File: config.mk
export PLATFORM = sky130hd
export DESIGN_NAME = path_trace_monitor
export DESIGN_NICKNAME = d
export VERILOG_FILES = /design/src/path_trace_pkg.sv /design/src/path_trace_monitor.sv /design/src/trace_fifo.sv
export VERILOG_INCLUDE_DIRS = /design/src /design/src/src
export SDC_FILE = /design/constraint.sdc
export NUM_CORES = 2
export LEC_CHECK = 0
export BUFFER_PORTS_ARGS = -buffer_cell sky130_fd_sc_hd__buf_2
export CAP_MARGIN = 5
export CORE_AREA = 2 2 289 433
export CTS_BUF_LIST = sky130_fd_sc_hd__clkbuf_4
export DETAILED_ROUTE_END_ITERATION = 8
export DIE_AREA = 0 0 291 435
export HOLD_SLACK_MARGIN = 0.12
export PLACE_DENSITY = 0.77
export REMOVE_ABC_BUFFERS = 1
export SLEW_MARGIN = 30
export SYNTH_ARGS = -nofsm -noshare
export SYNTH_HDL_FRONTEND = slang
export SYNTH_SLANG_ARGS = --single-unit
File: constraint.sdc
create_clock -name mclk -period 3 [get_ports mclk]
set_input_delay 0.15 -clock mclk [delete_from_list [all_inputs] [get_ports mclk]]
set_output_delay 0.15 -clock mclk [all_outputs]
set_load 0.03 [all_outputs]
File: src/path_trace_defines.svh
// Constants for the path trace monitor: string length, index widths, buffer depth.
// Assumes inclusion by bare name from each design file that needs them.
`ifndef PATH_TRACE_DEFINES_SVH
`define PATH_TRACE_DEFINES_SVH

`define TRACE_LEN      64
`define TRACE_IDX_W    6
`define TRACE_IDX_LAST 6'h3F
`define TRACE_IDX_ZERO 6'h00
`define RX_FIFO_DEPTH  16

`endif

File: src/path_trace_pkg.sv
// Types shared by the path trace monitor.
// Assumes nothing of its surroundings.
package path_trace_pkg;

   typedef enum logic [0:0]
   {
      S_LEARN = 1'b0,
      S_CHECK = 1'b1
   } rx_state_t;

   typedef enum logic
   {
      MODE_AUTO   = 1'b0,
      MODE_MANUAL = 1'b1
   } trace_mode_t;

endpackage

File: src/path_trace_monitor.sv
// Path trace monitor: repeats a 64-byte transmit trace and checks the received trace.
// Assumes one J1 slot pulse per frame on each direction, all synchronous to mclk.
//
// Functional notes
// - Trace is 64 bytes, one per frame.
// - Transmit string repeats continuously, wrapping without gaps.
// - Alarm when received string differs from baseline.
// - Automatic mode learns first complete string as baseline.
// - Manual mode compares against operator-written baseline.
`timescale 1ns/1ps
`include "path_trace_defines.svh"

module path_trace_monitor #(
   parameter int FIFO_DEPTH = `RX_FIFO_DEPTH
) (
   input  wire logic                    mclk,
   input  wire logic                    nrst,
   input  wire logic                    tx_cfg_wr,
   input  wire logic [`TRACE_IDX_W-1:0] tx_cfg_addr,
   input  wire logic [7:0]              tx_cfg_data,
   input  wire logic                    tx_slot,
   output logic [7:0]                   tx_byte,
   output logic                         tx_byte_valid,
   input  wire logic                    rx_j1_valid,
   input  wire logic [7:0]              rx_j1_byte,
   output logic                         rx_j1_ready,
   input  wire logic                    manual_mode,
   input  wire logic                    base_wr,
   input  wire logic [`TRACE_IDX_W-1:0] base_addr,
   input  wire logic [7:0]              base_data,
   output logic                         baseline_valid,
   output logic                         trace_mismatch,
   output logic                         string_done
);

   // ------------------------------------------------------------
   // Transmit trace
   // ------------------------------------------------------------
   logic [7:0]              tx_string [`TRACE_LEN];
   logic [`TRACE_IDX_W-1:0] tx_idx;

   always_ff @(posedge mclk)
   begin
      if (tx_cfg_wr)
      begin
         tx_string[tx_cfg_addr] <= tx_cfg_data;
      end
   end

   always_ff @(posedge mclk or negedge nrst)
   begin
      if (!nrst)
      begin
         tx_idx        <= `TRACE_IDX_ZERO;
         tx_byte       <= 8'h00;
         tx_byte_valid <= 1'b0;
      end
      else
      begin
         tx_byte_valid <= tx_slot;
         if (tx_slot)
         begin
            tx_byte <= tx_string[tx_idx];
            tx_idx  <= tx_idx + `TRACE_IDX_W'(1);
         end
      end
   end

   // ------------------------------------------------------------
   // Receive buffer
   // ------------------------------------------------------------
   logic       fifo_valid;
   logic       fifo_ready;
   logic [7:0] rx_byte;
   logic       pop;

   // A baseline write restarts the comparison, so draining pauses while the operator writes it.
   assign fifo_ready = !base_wr;
   assign pop        = fifo_valid && fifo_ready;

   trace_fifo #(
      .WIDTH (8),
      .DEPTH (FIFO_DEPTH)
   ) rx_fifo (
      .mclk      (mclk),
      .nrst      (nrst),
      .in_valid  (rx_j1_valid),
      .in_ready  (rx_j1_ready),
      .in_data   (rx_j1_byte),
      .out_valid (fifo_valid),
      .out_ready (fifo_ready),
      .out_data  (rx_byte)
   );

   // ------------------------------------------------------------
   // Baselines
   // ------------------------------------------------------------
   logic [7:0]                 learned   [`TRACE_LEN];
   logic [7:0]                 manual_bl [`TRACE_LEN];
   logic [`TRACE_IDX_W-1:0]    rx_idx;
   path_trace_pkg::rx_state_t  state;
   path_trace_pkg::trace_mode_t mode;
   path_trace_pkg::trace_mode_t mode_q;
   logic                       restart;
   logic [7:0]                 expected;
   logic                       acc;
   logic                       differs;

   assign mode     = manual_mode ? path_trace_pkg::MODE_MANUAL : path_trace_pkg::MODE_AUTO;
   assign restart  = (mode != mode_q) || base_wr;
   assign expected = (mode_q == path_trace_pkg::MODE_MANUAL) ? manual_bl[rx_idx] : learned[rx_idx];
   assign differs  = (rx_byte != expected);

   always_ff @(posedge mclk)
   begin
      if (base_wr)
      begin
         manual_bl[base_addr] <= base_data;
      end
   end

   always_ff @(posedge mclk)
   begin
      if (pop && !restart && state == path_trace_pkg::S_LEARN)
      begin
         learned[rx_idx] <= rx_byte;
      end
   end

   // ------------------------------------------------------------
   // Receive check
   // ------------------------------------------------------------
   always_ff @(posedge mclk or negedge nrst)
   begin
      if (!nrst)
      begin
         mode_q         <= path_trace_pkg::MODE_AUTO;
         state          <= path_trace_pkg::S_LEARN;
         rx_idx         <= `TRACE_IDX_ZERO;
         acc            <= 1'b0;
         baseline_valid <= 1'b0;
         trace_mismatch <= 1'b0;
         string_done    <= 1'b0;
      end
      else
      begin
         mode_q      <= mode;
         string_done <= 1'b0;
         if (restart)
         begin
            // A partial string is dropped; in manual mode the next complete one decides the alarm, in automatic mode the alarm clears and it is learned.
            rx_idx <= `TRACE_IDX_ZERO;
            acc    <= 1'b0;
            if (mode == path_trace_pkg::MODE_AUTO)
            begin
               state          <= path_trace_pkg::S_LEARN;
               baseline_valid <= 1'b0;
               trace_mismatch <= 1'b0;
            end
            else
            begin
               state          <= path_trace_pkg::S_CHECK;
               baseline_valid <= 1'b1;
            end
         end
         else if (pop)
         begin
            rx_idx <= rx_idx + `TRACE_IDX_W'(1);
            unique case (state)
               path_trace_pkg::S_LEARN:
               begin
                  if (rx_idx == `TRACE_IDX_LAST)
                  begin
                     state          <= path_trace_pkg::S_CHECK;
                     baseline_valid <= 1'b1;
                  end
               end
               path_trace_pkg::S_CHECK:
               begin
                  if (rx_idx == `TRACE_IDX_LAST)
                  begin
                     trace_mismatch <= acc || differs;
                     string_done    <= 1'b1;
                     acc            <= 1'b0;
                  end
                  else
                  begin
                     acc <= acc || differs;
                  end
               end
            endcase
         end
      end
   end
endmodule // path_trace_monitor

File: src/trace_fifo.sv
// Small synchronous FIFO with valid/ready on both sides.
// Assumes one clock and an asynchronous active-low reset.
`timescale 1ns/1ps

module trace_fifo #(
   parameter int WIDTH = 8,
   parameter int DEPTH = 16
) (
   input  wire logic             mclk,
   input  wire logic             nrst,
   input  wire logic             in_valid,
   output logic                  in_ready,
   input  wire logic [WIDTH-1:0] in_data,
   output logic                  out_valid,
   input  wire logic             out_ready,
   output logic [WIDTH-1:0]      out_data
);
   localparam int AW = $clog2(DEPTH);

   logic [WIDTH-1:0] mem [DEPTH];
   logic [AW:0]      wp;
   logic [AW:0]      rp;
   logic [AW:0]      next_wp;
   logic [AW:0]      next_rp;
   logic             push;
   logic             pop;

   assign push      = in_valid && in_ready;
   assign pop       = out_valid && out_ready;
   assign out_valid = (wp != rp);
   assign out_data  = mem[rp[AW-1:0]];
   assign next_wp   = push ? wp + (AW+1)'(1) : wp;
   assign next_rp   = pop ? rp + (AW+1)'(1) : rp;

   always_ff @(posedge mclk or negedge nrst)
   begin
      if (!nrst)
      begin
         wp       <= '0;
         rp       <= '0;
         in_ready <= 1'b0;
      end
      else
      begin
         wp       <= next_wp;
         rp       <= next_rp;
         // Registered so the upstream ready never depends on this cycle's pop.
         in_ready <= ((next_wp - next_rp) != (AW+1)'(DEPTH));
      end
   end

   always_ff @(posedge mclk)
   begin
      if (push)
      begin
         mem[wp[AW-1:0]] <= in_data;
      end
   end

endmodule // trace_fifo

==> summary.txt <==
Status
  – Run status: complete, but fails checks
  – Violated checks: setup timing

Power and ir drop
  – Worst-case vdd ir drop: between 800 and 900 µV
  – Reported leakage power: 26.7 nW
  – Total chip power: 62.4 mW
  – Pwr Density: 779 nW/µm²

Yosys
  – Count of flip-flops with a built-in enable after synthesis: ~1700
  – Number of instances in the synthesized netlist: around 3400
  – Dominant cells by area after synthesis: edfxtp_1, mux4_2, dfrtp_1, nor2_1, mux2_2
  – Netlist area before placement: 67000 µm²
  – Synth Flop Type: edfxtp_1
  – Distinct cells, synth: 86
  – Syn Area/Cell: 19.8 µm²
  – Flip-flop and latch count after synthesis: 1702
  – Proportion of synthesized flip-flops having asynchronous set or reset: 0.0223
  – Library cell with the largest summed area after synthesis: edfxtp_1
  – Sequential area share after synthesis: 0.759
  – Syn. warnings: 0
  – Proportion of netlist area held by the largest area contributor: 0.745

Clocking
  – CTS tree: yes
  – Sinks on the clock net: 1702
  – Number of CTS-inserted buffers: 390
  – Deepest clock path buffer count: 4
  – Clock transition time at the flip-flop clock pins of the worst setup and hold paths: 0.08 ns
  – Clock H-tree levels: 5
  – Insertion delay of the later-clocked pin in the worst-skew pair: 1.38 ns
  – Clock root cell: clkbuf_4

Critical path
  – Buffers and inverters on the worst path: 5
  – Crit-path max FO: 8
  – Cell type group with the largest total delay on the critical path: simple AND/OR/NAND/NOR gates
  – Worst-case register-to-register setup slack: -0.42 ns
  – Startpoint type of the worst setup path: flip-flop
  – Worst-case reg-to-reg path depth: 13
  – Reg2reg end: trace_mismatch
  – Worst path required time: about 4.2 ns
  – Cell with the largest stage delay on the worst path: mux4_2
  – End point of the critical path: trace_mismatch
  – Type of destination of the critical path: flip-flop
  – Critical path depth: 13
  – Critical path cell sequence: buf_12 > buf_12 > buf_16 > mux4_2 > mux2i_2 > buf_6 > o2bb2ai_1 > nor4bb_2 > buf_4 > or3_1 > nand4b_1 > nor4_4 > mux2i_1
  – Critical path launch point: rx_idx[0]
  – Reg-to-reg startpoint: rx_idx[0]
  – Type of the worst setup path: reg -> reg
  – Top cell by count, worst path: buf_12
  – CP peak stage delay: 0.53 ns
  – Arrival time at the worst endpoint: 4.65 ns

STA
  – Relative slew slack: 0.384
  – Time the worst path needs with I/O delays and setup: around 3.4 ns
  – Max Slew Vio Count: 0
  – Setup TNS: -1.09 ns
  – Maximum frequency from static timing analysis: 292 MHz
  – Hold violation total from the final report: 0
  – Worst hold margin: 0.185 ns
  – Setup repair after global routing missed its margin: yes
  – Final setup violation count: 14
  – Actual transition at the worst max-transition pin: 0.920 ns
  – Worst Slack Setup Final: -0.420 ns
  – Final Cycle Share: 1.14
  – Setup Skew: about 0.14 ns

Worst hold path
  – Class of the most critical hold timing path: in -> reg
  – Hold Crit Start: manual_mode

Floorplan
  – Width of the die: 291 µm
  – Floorplan die height: 435 µm
  – Initial Util: 0.544
  – Placeable core region: 123000 µm²
  – Num ports: 56
  – Total number of placement rows: 158
  – Die Area: 127000 µm²

Global route
  – GR met2 Demand/Resource: 0.517
  – Grt peak-use layer: met2
  – Met1 track demand over resource in global routing: 0.325
  – Pin count of the biggest net entering global routing: 65
  – Vias in the first global route: 41152
  – First-pass GRT wire length: 276 mm
  – GRT met3 Usage: 0.0740
  – Total GRT Usage: 0.305
  – Number of antenna violations at the first check in global routing: 10
  – Total congestion overflow: 0

Job
  – Number of violations of the max-capacitance limit: 0

Cells and area
  – Commonest non-fill, non-tap cell in the layout: edfxtp_1
  – Register area: 50900 µm²
  – Number of nets at the end of the flow: 4359
  – Footprint of the multi-input gates: 15300 µm²
  – Fillers: between 7000 and 8000
  – Finished Layout Cells: 6187
  – Area added between synthesis and finish: 19.4%
  – Layout cell share with drive strength beyond 1: 0.369
  – Finished layout cell area: approximately 80000 µm²
  – End-of-flow core utilization: 0.650
  – Commonest cells after routing, fill and taps aside: edfxtp_1, clkbuf_4, buf_4, mux4_2, nor2_1

Detailed routing
  – Drt via density: 6.41
  – DRC violation count after routing: 0
  – Final wirelength: 192 mm
  – Routed length per placed instance: 31.0 µm
  – First-pass iteration count of the detailed router: 5
  – Iteration-0 DRC Markers: 4956
  – Vias post-DR: 39643
  – Remaining number of nets flagged by the antenna check after routing: 0

Placement
  – Final Wtd Congestion: between 0.9 and 1
  – Placed instance area: 73000 µm²
  – Estimated wirelength of the detail-placed design: 120 mm
  – Number of input and output port buffers inserted: between 50 and 60
  – Instance count after placement with tap cells included: 5362
  – Post-Place Worst Slack: -0.719 ns
-- per-layer routing --
layer	vias up	routed length [µm]
li1	16167	-
met1	19852	58500
met2	2798	97800
met3	818	17700
met4	8	17500
met5	-	58
-- sequential cells by signal, indices dropped and copies added (netlist names), 5 cells and up --
name	count
learned	512
manual_bl	512
tx_string	512
rx_fifo.mem	128
tx_byte	8
rx_idx	6
tx_idx	6
rx_fifo.rp	5
rx_fifo.wp	5
-- cells by family after synthesis --
kind of cell	synth area share
adder cells (fa/ha/maj)	0.00187
AO/OA/AOI/OAI	0.0481
buffers and inverters	0.0190
AND/OR/NAND/NOR	0.0374
multiplexers	0.130
XOR/XNOR	0.00362
flip-flops	0.759
-- power breakdown --
group          switching [mW]  total (mW)  internal (mW)
Combinational            9.17        15.5           6.37
Clock                    8.93        17.5           8.53
Sequential              0.437        29.4           28.9
-- area by class of cell --
cell class,instances,area share
clock buffer,531,0.0498
tap,1600,0.0250
multi-input combinational,1455,0.191
clock inverter,132,0.00788
inverter,12,0.000578
sequential,1702,0.636
timing repair buffer,745,0.0892
antenna,10,0.000313
-- worst reg2reg max path, stage by stage (launching register included) --
cell       delay, ns
dfrtp_4         0.52
buf_12          0.24
buf_12          0.14
buf_16          0.13
mux4_2          0.53
mux2i_2         0.21
buf_6           0.18
o2bb2ai_1       0.10
nor4bb_2        0.29
buf_4           0.15
or3_1           0.10
nand4b_1        0.17
nor4_4          0.48
mux2i_1         0.13
-- how the worst min path moves through the flow --
stage / to / slack, ns / cells past startpoint
floorplan: acc / -0.15 / 0
global placement: mode_q / 0.33 / 1
detailed placement: tx_byte[6] / 0.19 / 1
CTS: manual_bl[9][6] / 0.13 / 5
global route: manual_bl[9][3] / 0.14 / 5
finish: mode_q / 0.19 / 3
-- synth_stat cells (5+ instances only) --
master,count
buf_1,15
mux2i_1,86
a221oi_1,91
buf_12,5
or3b_2,12
mux4_2,310
edfxtp_1,1664
nor3_1,19
nand2b_1,10
clkbuf_1,86
and2_1,10
inv_1,10
o22ai_1,29
o221ai_1,10
buf_4,24
ha_1,10
nor2_1,245
buf_6,16
xor2_1,12
o21ai_0,31
dfrtp_1,38
or3_1,8
a21o_1,5
a21oi_1,58
a22oi_1,60
a22o_1,19
nand4_1,11
nand3_1,34
a31oi_1,14
nor2b_1,11
buf_2,72
nand3b_1,23
and3_1,9
a221o_1,25
o2bb2ai_1,6
xnor2_1,13
mux2_2,78
o211ai_1,9
a211oi_1,13
nand2_1,92
-- timing repair --
item / CTS / global route
resized for setup: 60 / 47
endpoints found under the hold margin: 2508 / 0
setup endpoints to repair: 10 / 7
pin swaps: 9 / 10
setup buffers: 13 / 13
hold buffers: 122 / 0
cloned: 6 / 1
(Power assumes the default switching activity.)
